`src/apmc_pkg.sv`:
```
// Constants and types for the converter and power mode control block
package apmc_pkg;
    // Serial frame layout
    localparam int FRAME_BITS = 24;
    localparam int READ_START = 8;
    localparam int RW_POS = 21;
    localparam int ADDR_HI = 20;
    localparam int ADDR_LO = 16;
    localparam int CMD_RW_POS = 5;
    localparam int CMD_ADDR_HI = 4;

    // Register addresses
    localparam logic [4:0] ADDR_RESULT = 5'h00;
    localparam logic [4:0] ADDR_CONV_CTRL = 5'h01;
    localparam logic [4:0] ADDR_MISC_ONE = 5'h02;
    localparam logic [4:0] ADDR_MISC_TWO = 5'h03;
    localparam logic [4:0] ADDR_POWER = 5'h09;

    // Reset values
    localparam logic [15:0] RST_RESULT = 16'h0000;
    localparam logic [15:0] RST_CONV_CTRL = 16'h01c3;
    localparam logic [15:0] RST_MISC_ONE = 16'h8000;
    localparam logic [15:0] RST_MISC_TWO = 16'h7fff;
    localparam logic [15:0] RST_POWER = 16'h0000;

    // Converter control field positions
    localparam int START_BUSY_POS = 15;
    localparam int SEL_HI = 13;
    localparam int SEL_LO = 11;
    localparam int SLEEP_POS = 7;
    localparam int RATE_HI = 6;
    localparam int RATE_LO = 4;

    // Power control field positions
    localparam int DAC_SLEEP_POS = 3;
    localparam int CHIP_WAKE_POS = 2;
    localparam int BODY_WAKE_POS = 1;
    localparam int WEIGHT_WAKE_POS = 0;

    // Ready pulse length in continuous mode
    localparam int READY_PULSE_NS = 8000;

    typedef enum logic [2:0] {
        APMC_FULL_DOWN, APMC_SLEEP, APMC_BODY_MEAS, APMC_WEIGHT_MEAS,
        APMC_AUX_MEAS, APMC_UNDEFINED
    } apmc_mode_t;

    // Complete state of the block
    typedef struct packed {
        logic [1:0] sync_ste_n;
        logic [1:0] sync_sclk;
        logic [1:0] sync_sdin;
        logic sclk_prev;
        logic [4:0] bit_cnt;
        logic [23:0] shift_in;
        logic [15:0] shift_out;
        logic is_read;
        logic [15:0] result;
        logic [15:0] conv_ctrl;
        logic [15:0] misc_fixed_one;
        logic [15:0] misc_fixed_two;
        logic [15:0] power_control;
        logic ss_busy;
        logic [31:0] conv_cnt;
        logic [15:0] pulse_cnt;
        logic ready_hold;
        logic sdout;
        logic sdout_oe_n;
        logic ready_n;
        logic converter_power;
        logic [2:0] input_selection;
        logic [2:0] data_rate;
        logic dac_power;
        logic chip_wake;
        logic body_chain_wake;
        logic weight_chain_wake;
        apmc_mode_t power_mode;
    } apmc_state_t;
endpackage : apmc_pkg

```
`src/apmc_top.sv`:
```
// Converter control, power mode decode and serial register port
`timescale 1ns/1ns
// Functional notes
// - Result register holds latest conversion as 16-bit two's complement.
// - Start bit write accepted only while converter sleeps; test also writes it while awake.
// - Writing start bit 0 does nothing; writing 1 starts single shot.
// - Start bit reads 0 while converting, 1 while idle.
// - Input code 000 differential, 001 first input, 010 second input.
// - Bits 3:0 reset to 0011; host writes 0000.
// - Sleep bit resets to 1; converter idle while start bit 0.
// - Sleep bit 0 converts continuously regardless of start bit.
// - Sleep and start both 1: one conversion, then idle again.
// - Rate field picks 8 to 860 samples per second.
// - First misc register resets to 8000; host writes zeros.
// - Second misc register resets to 7fff; host writes ones.
// - Power bit 3 low wakes both DACs while bit 2 is set, high sleeps them.
// - Power bit 2 is master front-end wake, default asleep.
// - Decode full power down and sleep modes from power bits.
// - Decode body, weight and auxiliary measurement modes.
// - Serial frame with bit 21 clear writes data to addressed register.
module apmc_top #(
    parameter int CLK_HZ = 50_000_000
) (
    input wire logic clk,
    input wire logic rst,
    input wire logic ste_n,
    input wire logic sclk,
    input wire logic sdin,
    input wire logic [15:0] sample,
    output logic sdout,
    output logic sdout_oe_n,
    output logic ready_n,
    output logic converter_power,
    output logic [2:0] input_selection,
    output logic [2:0] data_rate,
    output logic dac_power,
    output logic chip_wake,
    output logic body_chain_wake,
    output logic weight_chain_wake,
    output apmc_pkg::apmc_mode_t power_mode
);
    // Pulse length derived from the clock rate, kept under 16 bits
    localparam int PULSE_CYC =
        (CLK_HZ / 1_000_000) * apmc_pkg::READY_PULSE_NS / 1000;
    localparam logic [15:0] PULSE_CYCLES = 16'(PULSE_CYC);

    // Slowest rate needs most cycles; fastest must leave room for a pulse
    if (CLK_HZ < 1_000_000 || PULSE_CYC > 16'hffff
        || PULSE_CYC < 1) begin : g_bad_clk
        $error("apmc_top: CLK_HZ out of range");
    end

    apmc_pkg::apmc_state_t r;
    apmc_pkg::apmc_state_t n;
    logic wr_en;
    logic [4:0] wr_addr;
    logic [15:0] wr_data;
    logic conv_done;
    logic ss_start;

    // Cycles per conversion at each rate code
    function automatic logic [31:0] rate_cycles(input logic [2:0] code);
        case (code)
            3'h0: rate_cycles = 32'(CLK_HZ / 8);
            3'h1: rate_cycles = 32'(CLK_HZ / 16);
            3'h2: rate_cycles = 32'(CLK_HZ / 32);
            3'h3: rate_cycles = 32'(CLK_HZ / 64);
            3'h4: rate_cycles = 32'(CLK_HZ / 128);
            3'h5: rate_cycles = 32'(CLK_HZ / 250);
            3'h6: rate_cycles = 32'(CLK_HZ / 475);
            default: rate_cycles = 32'(CLK_HZ / 860);
        endcase
    endfunction : rate_cycles

    // Table of power states from power bits and converter sleep
    function automatic apmc_pkg::apmc_mode_t decode_mode(
        input logic [15:0] p, input logic sleep);
        logic [3:0] b;
        b = p[3:0];
        decode_mode = apmc_pkg::APMC_UNDEFINED;
        if (b[2:0] == 3'h0 && sleep) begin
            decode_mode = apmc_pkg::APMC_FULL_DOWN;
        end else if (b == 4'hc && sleep) begin
            decode_mode = apmc_pkg::APMC_SLEEP;
        end else if (b[3:2] == 2'h1 && !sleep) begin
            case (b[1:0])
                2'h2: decode_mode = apmc_pkg::APMC_BODY_MEAS;
                2'h1: decode_mode = apmc_pkg::APMC_WEIGHT_MEAS;
                2'h0: decode_mode = apmc_pkg::APMC_AUX_MEAS;
                default: decode_mode = apmc_pkg::APMC_UNDEFINED;
            endcase
        end
    endfunction : decode_mode

    // Register read view; start bit shows idle status
    function automatic logic [15:0] read_value(
        input apmc_pkg::apmc_state_t s, input logic [4:0] a);
        read_value = 16'h0000;
        if (a == apmc_pkg::ADDR_RESULT) begin
            read_value = s.result;
        end else if (a == apmc_pkg::ADDR_CONV_CTRL) begin
            read_value = s.conv_ctrl;
            read_value[apmc_pkg::START_BUSY_POS] =
                !(!s.conv_ctrl[apmc_pkg::SLEEP_POS] || s.ss_busy);
        end else if (a == apmc_pkg::ADDR_MISC_ONE) begin
            read_value = s.misc_fixed_one;
        end else if (a == apmc_pkg::ADDR_MISC_TWO) begin
            read_value = s.misc_fixed_two;
        end else if (a == apmc_pkg::ADDR_POWER) begin
            read_value = s.power_control;
        end
    endfunction : read_value

    // Next state of the whole block
    always_comb begin
        logic [23:0] sh;
        logic [4:0] cnt;
        logic fall;
        logic rise;
        sh = 24'h00_0000;
        cnt = 5'h00;
        fall = r.sclk_prev && !r.sync_sclk[1];
        rise = !r.sclk_prev && r.sync_sclk[1];
        n = r;
        wr_en = 1'b0;
        wr_addr = 5'h00;
        wr_data = 16'h0000;
        conv_done = 1'b0;
        ss_start = 1'b0;
        // Pins pass two flops before use
        n.sync_ste_n = {r.sync_ste_n[0], ste_n};
        n.sync_sclk = {r.sync_sclk[0], sclk};
        n.sync_sdin = {r.sync_sdin[0], sdin};
        n.sclk_prev = r.sync_sclk[1];
        // Serial frame; select high resets the port and ignores the clock
        if (r.sync_ste_n[1]) begin
            n.bit_cnt = 5'h00;
            n.is_read = 1'b0;
        end else if (fall && r.bit_cnt < 5'(apmc_pkg::FRAME_BITS)) begin
            sh = {r.shift_in[22:0], r.sync_sdin[1]};
            cnt = r.bit_cnt + 5'h01;
            n.shift_in = sh;
            n.bit_cnt = cnt;
            if (cnt == 5'(apmc_pkg::READ_START)) begin
                n.is_read = sh[apmc_pkg::CMD_RW_POS];
                n.shift_out = read_value(r, sh[apmc_pkg::CMD_ADDR_HI:0]);
            end
            if (cnt == 5'(apmc_pkg::FRAME_BITS)
                && !sh[apmc_pkg::RW_POS]) begin
                wr_en = 1'b1;
                wr_addr = sh[apmc_pkg::ADDR_HI:apmc_pkg::ADDR_LO];
                wr_data = sh[15:0];
            end
        end else if (rise && r.is_read
                     && r.bit_cnt >= 5'(apmc_pkg::READ_START)) begin
            n.sdout = r.shift_out[15];
            n.shift_out = {r.shift_out[14:0], 1'b0};
        end
        // Register writes; unmapped addresses are dropped
        if (wr_en) begin
            if (wr_addr == apmc_pkg::ADDR_CONV_CTRL) begin
                // Start honoured only from sleep and with sleep kept set
                ss_start = r.conv_ctrl[apmc_pkg::SLEEP_POS]
                    && wr_data[apmc_pkg::START_BUSY_POS]
                    && wr_data[apmc_pkg::SLEEP_POS] && !r.ss_busy;
                n.conv_ctrl = {1'b0, wr_data[14:0]};
            end else if (wr_addr == apmc_pkg::ADDR_MISC_ONE) begin
                n.misc_fixed_one = wr_data;
            end else if (wr_addr == apmc_pkg::ADDR_MISC_TWO) begin
                n.misc_fixed_two = wr_data;
            end else if (wr_addr == apmc_pkg::ADDR_POWER) begin
                n.power_control = wr_data;
            end
        end
        // Conversion engine: continuous when awake, else one shot
        if (ss_start) begin
            n.ss_busy = 1'b1;
            n.conv_cnt = 32'h0000_0000;
            n.ready_hold = 1'b0;
        end else if (!r.conv_ctrl[apmc_pkg::SLEEP_POS] || r.ss_busy) begin
            if (r.conv_cnt >= rate_cycles(r.conv_ctrl[6:4]) - 32'h0000_0001)
            begin
                conv_done = 1'b1;
                n.result = sample;
                n.conv_cnt = 32'h0000_0000;
                if (r.ss_busy && r.conv_ctrl[apmc_pkg::SLEEP_POS]) begin
                    n.ss_busy = 1'b0;
                    n.ready_hold = 1'b1;
                end else begin
                    n.ss_busy = 1'b0;
                    n.ready_hold = 1'b0;
                    n.pulse_cnt = PULSE_CYCLES;
                end
            end else begin
                n.conv_cnt = r.conv_cnt + 32'h0000_0001;
            end
        end else begin
            n.conv_cnt = 32'h0000_0000;
        end
        if (!conv_done && r.pulse_cnt != 16'h0000) begin
            n.pulse_cnt = r.pulse_cnt - 16'h0001;
        end
        // Registered outputs from next state
        n.ready_n = !(n.pulse_cnt != 16'h0000 || n.ready_hold);
        n.sdout_oe_n = r.sync_ste_n[1];
        n.converter_power = !n.conv_ctrl[apmc_pkg::SLEEP_POS] || n.ss_busy;
        // Reserved input codes are passed through unchanged
        n.input_selection =
            n.conv_ctrl[apmc_pkg::SEL_HI:apmc_pkg::SEL_LO];
        n.data_rate = n.conv_ctrl[apmc_pkg::RATE_HI:apmc_pkg::RATE_LO];
        n.chip_wake = n.power_control[apmc_pkg::CHIP_WAKE_POS];
        n.dac_power = n.chip_wake
            && !n.power_control[apmc_pkg::DAC_SLEEP_POS];
        n.body_chain_wake = n.chip_wake
            && n.power_control[apmc_pkg::BODY_WAKE_POS];
        n.weight_chain_wake = n.chip_wake
            && n.power_control[apmc_pkg::WEIGHT_WAKE_POS];
        n.power_mode = decode_mode(n.power_control,
            n.conv_ctrl[apmc_pkg::SLEEP_POS]);
    end

    // State register; reset values are constants only
    always_ff @(posedge clk or posedge rst) begin
        if (rst) begin
            r <= '0;
            r.sync_ste_n <= 2'h3;
            r.sdout_oe_n <= 1'b1;
            r.ready_n <= 1'b1;
            r.result <= apmc_pkg::RST_RESULT;
            r.conv_ctrl <= apmc_pkg::RST_CONV_CTRL;
            r.misc_fixed_one <= apmc_pkg::RST_MISC_ONE;
            r.misc_fixed_two <= apmc_pkg::RST_MISC_TWO;
            r.power_control <= apmc_pkg::RST_POWER;
            r.data_rate <= apmc_pkg::RST_CONV_CTRL[6:4];
            r.power_mode <= apmc_pkg::APMC_FULL_DOWN;
        end else begin
            r <= n;
        end
    end

    assign sdout = r.sdout;
    assign sdout_oe_n = r.sdout_oe_n;
    assign ready_n = r.ready_n;
    assign converter_power = r.converter_power;
    assign input_selection = r.input_selection;
    assign data_rate = r.data_rate;
    assign dac_power = r.dac_power;
    assign chip_wake = r.chip_wake;
    assign body_chain_wake = r.body_chain_wake;
    assign weight_chain_wake = r.weight_chain_wake;
    assign power_mode = r.power_mode;
endmodule : apmc_top

```
`config.mk`:
```
export PLATFORM = sky130hd
export DESIGN_NAME = apmc_top
export DESIGN_NICKNAME = d
export VERILOG_FILES = /design/src/apmc_pkg.sv /design/src/apmc_top.sv
export SDC_FILE = /design/constraint.sdc
export NUM_CORES = 1
export LEC_CHECK = 0
export BUFFER_PORTS_ARGS = -buffer_cell sky130_fd_sc_hd__buf_2
export CORE_AREA = 2 2 153 125
export DETAILED_ROUTE_END_ITERATION = 10
export DIE_AREA = 0 0 155 127
export HOLD_SLACK_MARGIN = 0.02
export MAX_ROUTING_LAYER = met4
export PLACE_DENSITY = 0.7
export SLEW_MARGIN = 5
export SYNTH_ARGS = -nofsm -noshare
export SYNTH_HDL_FRONTEND = slang
export SYNTH_SLANG_ARGS = --single-unit
```
`constraint.sdc`:
```
create_clock -name clk -period 6 [get_ports clk]
set_clock_uncertainty 0.15 [all_clocks]
set_input_delay 0.9 -clock clk [delete_from_list [all_inputs] [get_ports clk]]
set_output_delay 0.9 -clock clk [all_outputs]
set_load 0.1 [all_outputs]
```
==> impl_metrics.py <==
metrics = {
    "global_route": {
        "grt_max_degree": 190,
        "grt-ovfl-total": 0,
        "groute.usage.overall": 0.2012,
        "grt_pass1_wl_mm": 30.53,
        "vias_in_the_first_global_route": 5936,
        "antenna_found_initial": 0,
    },
    "layout": {
        "post-route-util": 0.5532,
        "fillCellCount": 1521,
        "multi_input_comb_area_um2": 3940,
        "instances_no_fill": 1058,
        "nNetsFinal": 870,
        "register_area_um2": 4761,
        "layout-drive-gt1-share": 0.2621,
        "antennaDiodeCount": 0,
        "flow.area_growth_from_synthesis_pct": 11.11,
    },
    "worst_setup_path": {
        "crit_path_end_kind": "flop",
        "critPathRequiredTime_ps": 6190,
        "worstSetupStartpointType": "flop",
        "crit_path_arrival_time_ps": 5300,
        "path_max_fanout": 17,
        "criticalPathCategory": "flop to flop",
    },
    "timing": {
        "post-route-period-util": 0.8523,
        "hold_viol_final": 0,
        "finalHoldWorstSlack_ps": 197.3,
        "fin_crit_ps": 5114,
        "max_clock_freq_mhz": 195.5,
        "timing.max_slew.rel_slack": 0.2894,
        "worst_pin_slew_ps": 1060,
        "rsz0062_at_grt": "false",
        "timing_max_transition_violations_final": 0,
        "setup-violations-final": 0,
        "setup_total_negative_slack_ps": 0,
    },
    "floorplan": {
        "die_area_um2": 19690,
        "placeableCoreArea_um2": 18000,
        "start_util": 0.4979,
        "floorplan.rows": 44,
        "die_ht_um": 127,
        "floorplan.io_pins": 38,
        "dieWidth_um": 155,
    },
    "run_status": {
        "status": "complete, no violations",
    },
    "drt": {
        "drt-pass1-iter-count": 7,
        "postRouteWirelength_mm": 18.05,
        "vias_per_cell": 5.750,
        "route.detailed.wl_per_inst_um": 17.06,
        "vias": 6084,
        "drcViolationCount": 0,
        "postRouteAntennaNets": 0,
        "drt-initial-drc-count": 437,
    },
    "clocking": {
        "cts_repair_resize_count": 0,
        "cts_setup_buffers": 0,
        "cts_hold_buf": 0,
        "clockBufferDepth": 2,
        "clk_pin_slew_ps": 70,
        "insertion_delay_ps": 430,
        "cts_sinks": 189,
        "tritoncts": "yes",
        "tritoncts.num_buffers": 17,
        "cts_root_buf": "sky130_fd_sc_hd__clkbuf_16",
        "h_tree_levels": 4,
    },
    "yosys": {
        "async_flop_share": 1.000,
        "synth.cell_area_um2": 8964,
        "synth_largest_type_area_fraction": 0.4578,
        "synth_enable_flop_cells": 0,
        "yosys.area.top_type": "sky130_fd_sc_hd__dfrtp_1",
        "synth-warning-count": 0,
        "synth_area_per_cell_um2": 11.36,
        "synthDistinctLibCells": 64,
        "synth.most_common_cell": "sky130_fd_sc_hd__dfrtp_1",
        "post_synth_inst_count": 789,
        "synth_seq_cells": 189,
        "yosysSeqAreaShare": 0.5311,
        "postSynth.topFlopCell": "sky130_fd_sc_hd__dfrtp_1",
        "synthTopCellsByArea": "sky130_fd_sc_hd__dfrtp_1, sky130_fd_sc_hd__mux2_2, sky130_fd_sc_hd__dfstp_2",
        "yosys-top-cells-count": "sky130_fd_sc_hd__dfrtp_1, sky130_fd_sc_hd__mux2_2, sky130_fd_sc_hd__nand2_1, sky130_fd_sc_hd__nor2_1, sky130_fd_sc_hd__o21ai_0",
    },
    "pwr": {
        "maximum_ir_drop_on_the_vdd_rail_v": 0.0002237,
        "power.leakage_nw": 4.550,
        "power_density_nw_per_um2": 267.3,
    },
    "place": {
        "port-buffer-count": 37,
        "dp.cells": 1026,
        "dp_hpwl_mm": 11.91,
        "gp_congestion": 0.8473,
    },
    "worst_hold_path": {
        "timing.hold.worst.class": "flop to flop",
    },
    "flow_run": {
        "max-cap-violations": 0,
    },
}
==> worst max-delay path: stages (launching register included) <==
cell	delay [ps]
sky130_fd_sc_hd__dfrtp_1	590
sky130_fd_sc_hd__or2_2	230
sky130_fd_sc_hd__and2_1	160
sky130_fd_sc_hd__inv_1	50
sky130_fd_sc_hd__ha_1	230
sky130_fd_sc_hd__inv_1	120
sky130_fd_sc_hd__o21ai_0	100
sky130_fd_sc_hd__a221oi_1	310
sky130_fd_sc_hd__ha_1	290
sky130_fd_sc_hd__and4_1	140
sky130_fd_sc_hd__o211ai_1	80
sky130_fd_sc_hd__o21ai_1	80
sky130_fd_sc_hd__o31ai_1	720
sky130_fd_sc_hd__a21o_1	610
sky130_fd_sc_hd__and3_1	280
sky130_fd_sc_hd__o41ai_1	80
sky130_fd_sc_hd__or4_4	530
sky130_fd_sc_hd__nor4_2	290
==> per-layer routing <==
| layer | routed length, um | share of wire | track usage |
|---|---|---|---|
| met1 | 9086 | 0.50 | 0.2948 |
| met2 | 7905 | 0.44 | 0.2925 |
| met3 | 886 | 0.049 | 0.03867 |
| met4 | 176 | 0.0097 | 0.04521 |
| met5 | 0 | 0 | - |
==> flip-flops by register name (all words and copies together) (netlist names) <==
| name | count |
|---|---|
| sdout_oe_n | 1 |
| n | 5 |
| ready_n | 1 |
| converter_power | 1 |
| body_chain_wake | 1 |
| sdout | 1 |
| r | 170 |
| input_selection | 2 |
| data_rate | 2 |
| weight_chain_wake | 1 |
| power_mode | 3 |
| dac_power | 1 |
==> cell families after synthesis <==
| family | after synthesis | synth area share |
|---|---|---|
| and+or+nand+nor | 231 | 0.1311 |
| xor gates and xnor gates | 30 | 0.02931 |
| adders and majority gates | 34 | 0.04746 |
| muxes | 105 | 0.1308 |
| DFF | 189 | 0.5311 |
| other | 2 | 0.0008378 |
| buffers and inverters | 70 | 0.03406 |
| AOI/OAI and AO/OA | 128 | 0.09534 |
==> stage by stage <==
step / area, um^2 / setup WS (ps) / total power, W
after floorplan: 8990 / 1845 / 0.001473
after detailed placement: 9359 / 895.3 / 0.001538
final: 9960 / 886.1 / 0.002662
after CTS: 9960 / 884.2 / 0.002690
after global placement: 9359 / 1068 / 0.001535
after global routing: 9960 / 536.4 / 0.002770
==> cells in the final DEF, fill, tap and decap left out, types with 22 or more instances in the layout <==
cell,count
sky130_fd_sc_hd__dfrtp_1,164
sky130_fd_sc_hd__mux2_2,97
sky130_fd_sc_hd__nand2_1,56
sky130_fd_sc_hd__nor2_1,56
sky130_fd_sc_hd__o21ai_0,44
sky130_fd_sc_hd__buf_2,37
sky130_fd_sc_hd__nand3_1,36
sky130_fd_sc_hd__ha_1,34
sky130_fd_sc_hd__dfstp_2,25
sky130_fd_sc_hd__inv_1,22
==> power breakdown <==
part           internal, W  leakage (nW)  total (W)  switching (W)
Sequential         0.00131          2.44    0.00138      0.0000640
Clock             0.000677         0.297    0.00115       0.000471
Combinational    0.0000536          1.81   0.000139      0.0000850
Total              0.00204          4.55    0.00266       0.000620
==> cell type report <==
class	count	area share
clock buffers	21	0.04623
clock inverters	11	0.01407
inverters	23	0.009045
multi-input cells	536	0.3956
flip-flops and latches	189	0.4780
well taps	230	0.02889
repair buffers	48	0.02814
==> path summary, 6_finish.rpt <==
check	to	cells past startpoint	start	slack, ps
hold / removal	r[195]$_DFF_PP0_	0	n[195]$_DFF_PP0_	200
min in group asynchronous	r[61]$_DFF_PP0_	3	rst	550
setup / recovery	ready_n$_DFF_PP1_	17	data_rate[0]$_DFFE_PP0P_	890
hold reg to reg	r[195]$_DFF_PP0_	0	n[195]$_DFF_PP0_	200
setup reg to reg	ready_n$_DFF_PP1_	17	data_rate[0]$_DFFE_PP0P_	890
max in group asynchronous	r[28]$_DFF_PP0_	3	rst	4350
(Power assumes the default switching activity.)
